<file path="src/pkg/timer_pkg.sv">
// timer time base and channel 0 value: register map, field layout, reset values
// assumes a 32-bit APB slave with byte addresses in the low eight address bits
package timer_pkg;
    localparam logic [7:0] CTRL_OFS = 8'h00;
    localparam logic [7:0] CNT_OFS = 8'h24;
    localparam logic [7:0] PSC_OFS = 8'h28;
    localparam logic [7:0] CAR_OFS = 8'h2C;
    localparam logic [7:0] REP_OFS = 8'h30;
    localparam logic [7:0] CH0_OFS = 8'h34;
    localparam int CNT_W = 16;
    localparam int REP_W = 8;
    localparam int CTRL_W = 3;
    localparam int CTRL_RUN_BIT = 0;
    localparam int CTRL_IN_BIT = 1;
    localparam int CTRL_SHD_BIT = 2;
    localparam logic [15:0] VAL_RST = 16'h0000;
    localparam logic [7:0] REP_RST = 8'h00;
    localparam logic [2:0] CTRL_RST = 3'h0;
    localparam logic [31:0] WORD_ZERO = 32'h0000_0000;
endpackage

</file>
<file path="src/pkg/ch_if.sv">
// carrier between the time base and the channel 0 value unit
// assumes both ends run on the same clock
`timescale 1ns/1ns
interface ch_if;
    logic [15:0] count;
    logic update;
    logic input_mode;
    logic shadow_en;
    logic capture;
    logic wr_en;
    logic [15:0] wr_data;
    logic [15:0] value;
    logic match;
    modport main (output count, update, input_mode, shadow_en, capture, wr_en, wr_data, input value, match);
    modport chan (input count, update, input_mode, shadow_en, capture, wr_en, wr_data, output value, match);
endinterface

</file>
<file path="src/verilog/prescale_counter.sv">
// prescaler: emits one tick every div+1 enabled kernel cycles
// assumes div comes from the active copy, stable between update events
`timescale 1ns/1ns
module prescale_counter #(
    parameter int W = 16
) (
    // clock and reset
    input wire logic clk,
    input wire logic rst,
    input wire logic ce,
    // control
    input wire logic run,
    input wire logic restart,
    input wire logic [W-1:0] div,
    // tick out
    output logic tick
);
    logic [W-1:0] cnt;
    logic [W-1:0] next_cnt;

    // ==========================================
    // divider
    always_comb begin
        next_cnt = cnt;
        if (restart || (run && cnt >= div)) begin
            next_cnt = '0;
        end else if (run) begin
            next_cnt = cnt + 1'b1;
        end
    end

    assign tick = run && !restart && cnt >= div;

    always_ff @(posedge clk or posedge rst) begin
        if (rst) begin
            cnt <= '0;
        end else if (ce) begin
            cnt <= next_cnt;
        end
    end

    // ==========================================
    // checks
    div_step_a: assert property (@(posedge clk) disable iff (rst)
        ce && run && !restart && cnt < div |=> cnt == $past(cnt) + 1'b1)
        else $error("prescaler did not advance");
    div_wrap_a: assert property (@(posedge clk) disable iff (rst)
        ce && tick |=> cnt == '0)
        else $error("prescaler did not wrap after tick");
endmodule

</file>
<file path="src/verilog/ch0_value_unit.sv">
// channel 0 capture/compare value with optional active copy
// assumes capture is a one-cycle pulse already synchronised
`timescale 1ns/1ns
module ch0_value_unit (
    // clock and reset
    input wire logic clk,
    input wire logic rst,
    input wire logic ce,
    // link to the time base
    ch_if.chan bus
);
    logic [15:0] value;
    logic [15:0] active;
    logic match;
    logic [15:0] next_value;
    logic [15:0] next_active;
    logic next_match;

    // ==========================================
    // value, active copy, compare
    always_comb begin
        next_value = value;
        next_active = active;
        if (bus.input_mode) begin
            if (bus.capture) begin
                next_value = bus.count;
            end
        end else if (bus.wr_en) begin
            next_value = bus.wr_data;
        end
        // in input mode writes fall through untouched, the field is read-only
        if (bus.input_mode || !bus.shadow_en || bus.update) begin
            next_active = next_value;
        end
        next_match = !bus.input_mode && bus.count == active;
    end

    always_ff @(posedge clk or posedge rst) begin
        if (rst) begin
            value <= timer_pkg::VAL_RST;
            active <= timer_pkg::VAL_RST;
            match <= 1'b0;
        end else if (ce) begin
            value <= next_value;
            active <= next_active;
            match <= next_match;
        end
    end

    assign bus.value = value;
    assign bus.match = match;

    // ==========================================
    // checks
    cap_latch_a: assert property (@(posedge clk) disable iff (rst)
        ce && bus.input_mode && bus.capture |=> value == $past(bus.count))
        else $error("capture did not latch count");
    ro_input_a: assert property (@(posedge clk) disable iff (rst)
        ce && bus.input_mode && !bus.capture |=> value == $past(value))
        else $error("input-mode value changed without capture");
    cmp_match_a: assert property (@(posedge clk) disable iff (rst)
        ce && !bus.input_mode && bus.count == active |=> match)
        else $error("compare match missed");
    shadow_hold_a: assert property (@(posedge clk) disable iff (rst)
        ce && !bus.input_mode && bus.shadow_en && !bus.update |=> active == $past(active))
        else $error("active compare moved between updates");
endmodule

</file>
<file path="src/verilog/timer_timebase.sv">
// timer time base: APB registers, prescaler, counter, repetition, channel 0
// assumes APB master on I_REF_CLK; I_CAPTURE is an asynchronous pin
`timescale 1ns/1ns
module timer_timebase (
    // clock, reset, enable
    input wire logic I_REF_CLK,
    input wire logic I_RST,
    input wire logic I_CLK_EN,
    // apb slave
    input wire logic I_PSEL,
    input wire logic I_PENABLE,
    input wire logic I_PWRITE,
    input wire logic [7:0] I_PADDR,
    input wire logic [31:0] I_PWDATA,
    output logic [31:0] O_PRDATA,
    output logic O_PREADY,
    output logic O_PSLVERR,
    // channel pin
    input wire logic I_CAPTURE,
    // status
    output logic O_UPDATE,
    output logic O_CH0_MATCH,
    output logic [15:0] O_COUNT
);
    logic [2:0] ctrl;
    logic [15:0] count;
    logic [15:0] prescale_divider;
    logic [15:0] psc_active;
    logic [15:0] car;
    logic [7:0] rep;
    logic [7:0] rep_cnt;
    logic update;
    logic [31:0] prdata;
    logic pready;
    logic pslverr;
    logic cap_meta;
    logic cap_sync;
    logic cap_prev;

    logic [2:0] next_ctrl;
    logic [15:0] next_count;
    logic [15:0] next_psc;
    logic [15:0] next_psc_active;
    logic [15:0] next_car;
    logic [7:0] next_rep;
    logic [7:0] next_rep_cnt;
    logic next_update;
    logic [31:0] next_prdata;
    logic next_pready;
    logic next_pslverr;

    logic tick;
    logic wrap;
    logic upd_evt;
    logic setup;
    logic wr;
    logic cnt_wr;

    ch_if ch ();

    // ==========================================
    // address decode
    function automatic logic hit(input logic [7:0] a, input logic [7:0] ofs);
        hit = a == ofs;
    endfunction

    function automatic logic mapped(input logic [7:0] a);
        mapped = hit(a, timer_pkg::CTRL_OFS) || hit(a, timer_pkg::CNT_OFS)
            || hit(a, timer_pkg::PSC_OFS) || hit(a, timer_pkg::CAR_OFS)
            || hit(a, timer_pkg::REP_OFS) || hit(a, timer_pkg::CH0_OFS);
    endfunction

    // ==========================================
    // apb handshake
    // one wait-free access phase: pready is raised by the setup cycle, so
    // every transfer completes at the first access edge
    assign setup = I_PSEL && !I_PENABLE;
    assign wr = I_PSEL && I_PENABLE && pready && I_PWRITE && !pslverr;
    assign cnt_wr = wr && hit(I_PADDR, timer_pkg::CNT_OFS);

    always_comb begin
        next_pready = setup;
        next_pslverr = setup && !mapped(I_PADDR);
        next_prdata = prdata;
        if (setup) begin
            next_prdata = timer_pkg::WORD_ZERO;
            case (I_PADDR)
                timer_pkg::CTRL_OFS: begin
                    next_prdata[timer_pkg::CTRL_W-1:0] = ctrl;
                end
                timer_pkg::CNT_OFS: begin
                    next_prdata[15:0] = count;
                end
                timer_pkg::PSC_OFS: begin
                    next_prdata[15:0] = prescale_divider;
                end
                timer_pkg::CAR_OFS: begin
                    next_prdata[15:0] = car;
                end
                timer_pkg::REP_OFS: begin
                    next_prdata[7:0] = rep;
                end
                timer_pkg::CH0_OFS: begin
                    next_prdata[15:0] = ch.value;
                end
                default: begin
                    next_prdata = timer_pkg::WORD_ZERO;
                end
            endcase
        end
    end

    always_ff @(posedge I_REF_CLK or posedge I_RST) begin
        if (I_RST) begin
            prdata <= timer_pkg::WORD_ZERO;
            pready <= 1'b0;
            pslverr <= 1'b0;
        end else if (I_CLK_EN) begin
            prdata <= next_prdata;
            pready <= next_pready;
            pslverr <= next_pslverr;
        end
    end

    // ==========================================
    // software registers
    // only the low bits are stored; reserved bits read back as zero
    always_comb begin
        next_ctrl = ctrl;
        next_psc = prescale_divider;
        next_car = car;
        next_rep = rep;
        if (wr && hit(I_PADDR, timer_pkg::CTRL_OFS)) begin
            next_ctrl = I_PWDATA[timer_pkg::CTRL_W-1:0];
        end
        if (wr && hit(I_PADDR, timer_pkg::PSC_OFS)) begin
            next_psc = I_PWDATA[15:0];
        end
        if (wr && hit(I_PADDR, timer_pkg::CAR_OFS)) begin
            next_car = I_PWDATA[15:0];
        end
        if (wr && hit(I_PADDR, timer_pkg::REP_OFS)) begin
            next_rep = I_PWDATA[7:0];
        end
    end

    always_ff @(posedge I_REF_CLK or posedge I_RST) begin
        if (I_RST) begin
            ctrl <= timer_pkg::CTRL_RST;
            prescale_divider <= timer_pkg::VAL_RST;
            car <= timer_pkg::VAL_RST;
            rep <= timer_pkg::REP_RST;
        end else if (I_CLK_EN) begin
            ctrl <= next_ctrl;
            prescale_divider <= next_psc;
            car <= next_car;
            rep <= next_rep;
        end
    end

    // ==========================================
    // prescaler
    prescale_counter #(
        .W(timer_pkg::CNT_W)
    ) u_psc (
        .clk(I_REF_CLK),
        .rst(I_RST),
        .ce(I_CLK_EN),
        .run(ctrl[timer_pkg::CTRL_RUN_BIT]),
        .restart(cnt_wr),
        .div(psc_active),
        .tick(tick)
    );

    // ==========================================
    // counter, repetition, update event
    assign wrap = tick && !cnt_wr && count >= car;
    assign upd_evt = wrap && rep_cnt == '0;

    always_comb begin
        next_count = count;
        next_rep_cnt = rep_cnt;
        next_psc_active = psc_active;
        next_update = upd_evt;
        if (cnt_wr) begin
            next_count = I_PWDATA[15:0];
        end else if (wrap) begin
            next_count = '0;
        end else if (tick) begin
            next_count = count + 1'b1;
        end
        if (upd_evt) begin
            next_rep_cnt = rep;
            next_psc_active = prescale_divider;
        end else if (wrap) begin
            next_rep_cnt = rep_cnt - 1'b1;
        end
    end

    always_ff @(posedge I_REF_CLK or posedge I_RST) begin
        if (I_RST) begin
            count <= timer_pkg::VAL_RST;
            rep_cnt <= timer_pkg::REP_RST;
            psc_active <= timer_pkg::VAL_RST;
            update <= 1'b0;
        end else if (I_CLK_EN) begin
            count <= next_count;
            rep_cnt <= next_rep_cnt;
            psc_active <= next_psc_active;
            update <= next_update;
        end
    end

    // ==========================================
    // capture pin synchroniser and edge
    // the edge detector looks only at the second and third flops
    always_ff @(posedge I_REF_CLK or posedge I_RST) begin
        if (I_RST) begin
            cap_meta <= 1'b0;
            cap_sync <= 1'b0;
            cap_prev <= 1'b0;
        end else if (I_CLK_EN) begin
            cap_meta <= I_CAPTURE;
            cap_sync <= cap_meta;
            cap_prev <= cap_sync;
        end
    end

    // ==========================================
    // channel 0
    assign ch.count = count;
    assign ch.update = upd_evt;
    assign ch.input_mode = ctrl[timer_pkg::CTRL_IN_BIT];
    assign ch.shadow_en = ctrl[timer_pkg::CTRL_SHD_BIT];
    assign ch.capture = cap_sync && !cap_prev;
    assign ch.wr_en = wr && hit(I_PADDR, timer_pkg::CH0_OFS);
    assign ch.wr_data = I_PWDATA[15:0];

    ch0_value_unit u_ch0 (
        .clk(I_REF_CLK),
        .rst(I_RST),
        .ce(I_CLK_EN),
        .bus(ch)
    );

    // ==========================================
    // outputs
    assign O_PRDATA = prdata;
    assign O_PREADY = pready;
    assign O_PSLVERR = pslverr;
    assign O_UPDATE = update;
    assign O_CH0_MATCH = ch.match;
    assign O_COUNT = count;

    // ==========================================
    // checks
    psc_hold_a: assert property (@(posedge I_REF_CLK) disable iff (I_RST)
        I_CLK_EN && !upd_evt |=> psc_active == $past(psc_active))
        else $error("active prescaler changed outside update");
    psc_load_a: assert property (@(posedge I_REF_CLK) disable iff (I_RST)
        I_CLK_EN && upd_evt |=> psc_active == $past(prescale_divider))
        else $error("active prescaler not loaded at update");
    cnt_wrap_a: assert property (@(posedge I_REF_CLK) disable iff (I_RST)
        I_CLK_EN && tick && !cnt_wr && count >= car |=> count == '0)
        else $error("counter did not wrap at reload value");
    rep_down_a: assert property (@(posedge I_REF_CLK) disable iff (I_RST)
        I_CLK_EN && wrap && rep_cnt != '0 |=> rep_cnt == $past(rep_cnt) - 1'b1 && !update)
        else $error("repetition counter step wrong");
    rep_upd_a: assert property (@(posedge I_REF_CLK) disable iff (I_RST)
        I_CLK_EN && wrap && rep_cnt == '0 |=> update && rep_cnt == $past(rep))
        else $error("update event missing at repetition zero");
    cnt_write_a: assert property (@(posedge I_REF_CLK) disable iff (I_RST)
        I_CLK_EN && cnt_wr |=> count == $past(I_PWDATA[15:0]))
        else $error("counter write not applied");
    reset_clear_a: assert property (@(posedge I_REF_CLK)
        $past(I_RST) && !I_RST |-> psc_active == '0 && count == '0 && rep_cnt == '0)
        else $error("state not cleared by reset");
endmodule

</file>
<file path="config.mk">
export PLATFORM = sky130hd
export DESIGN_NAME = timer_timebase
export DESIGN_NICKNAME = d
export VERILOG_FILES = /design/src/pkg/timer_pkg.sv /design/src/pkg/ch_if.sv /design/src/verilog/prescale_counter.sv /design/src/verilog/ch0_value_unit.sv /design/src/verilog/timer_timebase.sv
export SDC_FILE = /design/constraint.sdc
export NUM_CORES = 1
export LEC_CHECK = 0
export BUFFER_PORTS_ARGS = -buffer_cell sky130_fd_sc_hd__buf_4
export CELL_PAD_IN_SITES_DETAIL_PLACEMENT = 1
export CELL_PAD_IN_SITES_GLOBAL_PLACEMENT = 2
export CORE_MARGIN = 4
export CORE_UTILIZATION = 35
export CTS_CLUSTER_SIZE = 8
export DETAILED_ROUTE_END_ITERATION = 16
export PLACE_DENSITY_LB_ADDON = 0.1
export SYNTH_ARGS = -nofsm -noshare
export SYNTH_HDL_FRONTEND = slang
export SYNTH_HIERARCHICAL = 1
export SYNTH_SLANG_ARGS = --single-unit
export TNS_END_PERCENT = 100
</file>
<file path="constraint.sdc">
create_clock -name I_REF_CLK -period 6.4 [get_ports I_REF_CLK]
set_input_delay 0.64 -clock I_REF_CLK [delete_from_list [all_inputs] [get_ports I_REF_CLK]]
set_output_delay 0.64 -clock I_REF_CLK [all_outputs]
set_load 0.01 [all_outputs]
</file>
# Word-level counts from Yosys, hierarchy flattened
# Index checks and enable logic that the tools add are counted.
# Widths: inputs -> output; s select.
# totals
reg_bits,154
input_bits,47
out_inout_bits,52
# op_classes
n_mux,13
reduce_logical,50
eq_ne,6
addsub,3
n_lt_le_gt_ge,2
# op_table
op,n
$mux 16,8
$eq 8x6->1 const B,5
$add 16x1->16 const B,2
$ge 16x16->1,2
$pmux 8 s4,1
$pmux 5 s5,1
$logic_and 1x1->1,20
$reduce_and 2->1,10
$pmux 3 s6,1
$eq 16x16->1,1
$logic_not 8->1,2
$mux 8,2
$logic_or 1x1->1,8
$sub 8x1->8 const B,1
$logic_not 1->1,7
$reduce_bool 2->1,2
$reduce_bool 3->1,1

# Depth between registers and ports, before layout
# depth
depth_word,13
depth_mapped,14
mapped_depth_nobuf,11

# By module
# Netlist, hierarchy kept.
# by_module_without_submodules
module,area_each_um2,cells_each,seq_area_each_um2,n_inst
timer_timebase,5740.5,529,2627.5,1
ch0_value_unit,1995.7,170,825.8,1
prescale_counter,1229.9,142,400.4,1

# Least setup slack after synthesis
# Ideal clock, no wire load.
# synth_timing
path_kind,register to register
from,reg u_psc.cnt[13]
to,reg u_ch0.active[10]
t_arrival_ns,3.306
n_path_buf,2
path_stages_with_launch,12
path_slack_ns,2.969
path_cell_list,dfrtp_1 ha_1 nand4_1 or3_1 or4_4 a311oi_1 clkbuf_1 inv_1 nor4_2 o31ai_4 buf_6 mux2_4
# synth_via
elab_chain_len,7
# synth_rtl
element,line_no,rtl
"start, declared",prescale_counter.sv:18,logic [W-1:0] cnt;
"start signal, assigned",prescale_counter.sv:38,cnt <= next_cnt;
$ge 16x16->1,prescale_counter.sv:32,assign tick = run && !restart && cnt >= div;
$logic_and 1x1->1,prescale_counter.sv:32,
net tick,timer_timebase.sv:52,logic tick;
$logic_and 1x1->1 (2 in a row),timer_timebase.sv:177,assign wrap = tick && !cnt_wr && count >= car;
$logic_and 1x1->1,timer_timebase.sv:178,assign upd_evt = wrap && rep_cnt == '0;
net ch.update,ch_if.sv:6,logic update;
$logic_or 1x1->1,ch0_value_unit.sv:32,if (bus.input_mode || !bus.shadow_en || bus.update) begin
$reduce_and 2->1 (no source line),--,
"end signal, assigned",ch0_value_unit.sv:41,active <= timer_pkg::VAL_RST;
"end signal, assigned",ch0_value_unit.sv:45,active <= next_active;
"end, declared",ch0_value_unit.sv:13,logic [15:0] active;
# The timed path passes the listed nets, and every way through them passes these cells.
# A chain may end at the register's enable or synchronous reset.

# Worst setup path in the final report
# layout_timing
from,reg u_psc.cnt[13]
to,reg u_ch0.active[3]
# The elaborated chain is that of the path after synthesis.

==> summary.md <==
| Metric | Value |
|---|---|
| Most common cell on crit path | `buf_4` |
| Final Util | `0.407` |
| Max-cap violation count | `0` |
| Clock Root Buffer | `clkbuf_16` |
| Final Max Slew Viols | `0` |
| Worst EP required | `6.71 ns` |
| Placer Congestion | `0.817` |
| Max H-tree Level | `4` |
| Pin count of the biggest net entering global routing | `75` |
| Number of diodes | `0` |
| Final Non-Filler Cells | `1,242` |
| Crit path setup slack, layout | `2.44 ns` |
| Via/cell ratio | `5.61` |
| HPWL Detailed | `20,900 um` |
| Ys flop type | `dfrtp_1` |
| Hold slack | `0.243 ns` |
| GR Util All Layers | `0.210` |
| Post-synthesis async set-or-reset flop share | `1.00` |
| Core area | `25,200 um2` |
| Ys Warns | `6` |
| P_leak | `4.65 nW` |
| TritonCTS clock tree | `done` |
| Worst Tran Pin Value | `1.19 ns` |
| Final Skew | `0.00919 ns` |
| CTS Buf Count | `17` |
| Post-synth top area share | `0.430` |
| Peak supply drop | `0.146 mV` |
| Antenna viol nets, final | `0` |
| Crit Path Category | `reg -> reg` |
| Vias in the first global route | `7,350` |
| Die X | `168 um` |
| CP max FO | `16` |
| Finished Cell Area | `10,300 um2` |
| Routed len/inst | `23.8 um` |
| Placed insts | `1,210` |
| CP Launch Type | `flip-flop` |
| IO Pins | `99` |
| Buf+Inv Stages, Crit Path | `3` |
| DRT iter0 DRCs | `475` |
| Layout cells sized above 1 | `0.245` |
| Setup WS pre-CTS | `2.17 ns` |
| Final setup viols | `0` |
| Sequential area share after synthesis | `0.430` |
| Synth cell count leaders | `dfrtp_1, nand2_1, mux2_2` |
| Antenna violations before repair | `0` |
| CP top delay family | `simple AND/OR/NAND/NOR gates` |
| DR DRC count | `0` |
| Crit-path cells | `ha_1 > nand4_1 > or3_1 > or4_4 > a311oi_1 > buf_4 > inv_1 > nor4_2 > o31ai_4 > buf_4 > nand2_1 > o21ai_1` |
| Worst Setup End Kind | `flip-flop` |
| PortBufs | `66` |
| Syn_area_per_cell | `10.7 um2` |
| Worst path max stage delay | `0.58 ns` |
| Synth unique cells | `83` |
| CTS clk-pin slew, worst paths | `0.07 ns` |
| Grt ovf | `0` |
| TritonCTS Sinks | `154` |
| Status | `complete, no violations` |
| Worst EP arrival | `4.27 ns` |
| Area after DPL | `9670 um2` |
| Synth Cell Area | `8970 um2` |
| Overall power | `2.26 mW` |
| Nets | `981` |
| Initial core utilization | `0.356` |
| TritonRoute pass-1 iters | `5` |
| First-pass GRT wire length | `46,000 um` |
| # Post-CTS Setup Buffers | `0` |
| Post-synth EDFFs | `0` |
| Vias | `6,970` |
| Layout fillers | `2,759` |
| Cell Pwr Density | `220 nW/um2` |
| Count leader, synth | `dfrtp_1` |
| Top cell type by total area after synthesis | `dfrtp_1` |
| Area grow syn2layout | `14.3%` |
| Hold Violations, Final | `0` |
| CTS Hold Bufs | `0` |
| Full die area | `28,200 um2` |
| Min Tclk post-route | `3.96 ns` |
| Hold Crit Class | `in -> async` |
| Largest cells by area after synthesis | `dfrtp_1, mux2_2, ha_1, mux2_4, a21oi_1` |
| RSZ-0062 raised after global routing | `no` |
| Fin Setup TNS | `0 ns` |
| Worst path slowest cell | `or4_4` |
| Synthesis-stage register bit count | `154` |
| PostCTS Resize Cnt | `0` |
| Syn Inst Count | `841` |
| Cell row count | `58` |
| Max clock buf depth | `2` |
| Fmax | `252 MHz` |
| Clk_lat worst skew | `0.43 ns` |
| Slew headroom | `0.204` |
| Final Cycle Share | `0.619` |
| Die Y-Extent | `168 um` |
| Drt total wl | `29,600 um` |
## state kept, by name, indices dropped and copies added (netlist names), 3 cells and up
signal and count:
u_ch0/bus.value 16, rep_cnt 8, O_PRDATA 16, ctrl 3
u_psc/cnt 16, prescale_divider 16, O_COUNT 16, rep 8
car 16, psc_active 16, u_ch0/active 16
## worst reg2reg max path: stages, from the launching register on
cell,delay [ns]
dfrtp_1,0.43
ha_1,0.32
nand4_1,0.16
or3_1,0.46
or4_4,0.58
a311oi_1,0.34
buf_4,0.24
inv_1,0.11
nor4_2,0.49
o31ai_4,0.31
buf_4,0.29
nand2_1,0.06
o21ai_1,0.06
## layer usage
metal,wire [um],GRT usage,share of wire,vias to the layer above
met5,0,0,0,-
li1,-,-,-,3168
met1,14200,0.302,0.48,3636
met4,307,0.0413,0.010,0
met2,14100,0.338,0.48,148
met3,997,0.0357,0.034,18
## layout make-up
class | count | area, um2 | area share
Timing Repair Buffer | 80 | 601 | 0.0586
Sequential cell | 154 | 3850 | 0.376
Clock buffer | 20 | 447 | 0.0436
Inverter | 53 | 201 | 0.0196
Clock inverter | 12 | 140 | 0.0137
Multi-Input combinational cell | 593 | 4600 | 0.448
Tap cell | 330 | 413 | 0.0403
## final timing paths
check	slack [ns]	endpoint	from	depth (start not counted)
worst max-delay path	2.44	u_ch0/active[3]$_DFFE_PP0P_	u_psc/cnt[13]$_DFFE_PP0P_	12
worst min-delay path	0.24	O_PRDATA[10]$_DFFE_PP0P_	I_RST	2
worst max register to register	2.44	u_ch0/active[3]$_DFFE_PP0P_	u_psc/cnt[13]$_DFFE_PP0P_	12
worst min register to register	0.48	O_PRDATA[1]$_DFFE_PP0P_	O_PRDATA[1]$_DFFE_PP0P_	1
max in group asynchronous	4.79	rep_cnt[7]$_DFFE_PP0P_	I_RST	3
min in group I_REF_CLK	0.45	cap_meta$_DFFE_PP0P_	I_CAPTURE	2
## power breakdown
| part | total, mW | switching (mW) | internal (mW) | leakage [nW] |
|---|---|---|---|---|
| sequential | 1.03 | 0.0348 | 0.999 | 2.06 |
| combinational | 0.189 | 0.117 | 0.0721 | 2.32 |
| clock | 1.03 | 0.442 | 0.590 | 0.266 |
| total | 2.26 | 0.595 | 1.66 | 4.65 |
## cell usage in the layout (no fill, tap or decap), drive strengths merged, types with 9 or more instances in the layout
cell,count
a211oi,13
a21o,9
a21oi,56
a221oi,10
a22oi,17
buf,80
clkbuf,20
conb,16
dfrtp,154
ha,35
inv,57
mux2,83
mux2i,16
nand2,69
nand3,20
nand4,16
nor2,28
nor2b,11
nor3,13
nor4,16
o21ai,39
xor2,24
## kinds of logic (layout without fill, tap and decap cells)
family,Yosys count,in the layout,synth area share
buffers and inverters,109,165,0.0646
AO/OA/AOI/OAI,206,206,0.165
XOR/XNOR,29,29,0.0283
multiplexers,99,99,0.130
AND/OR/NAND/NOR,208,208,0.133
adder cells (fa/ha/maj),35,35,0.0488
flip-flops,154,154,0.430
other,1,16,0.000418
Note: power is estimated with default switching activity, not from simulation.
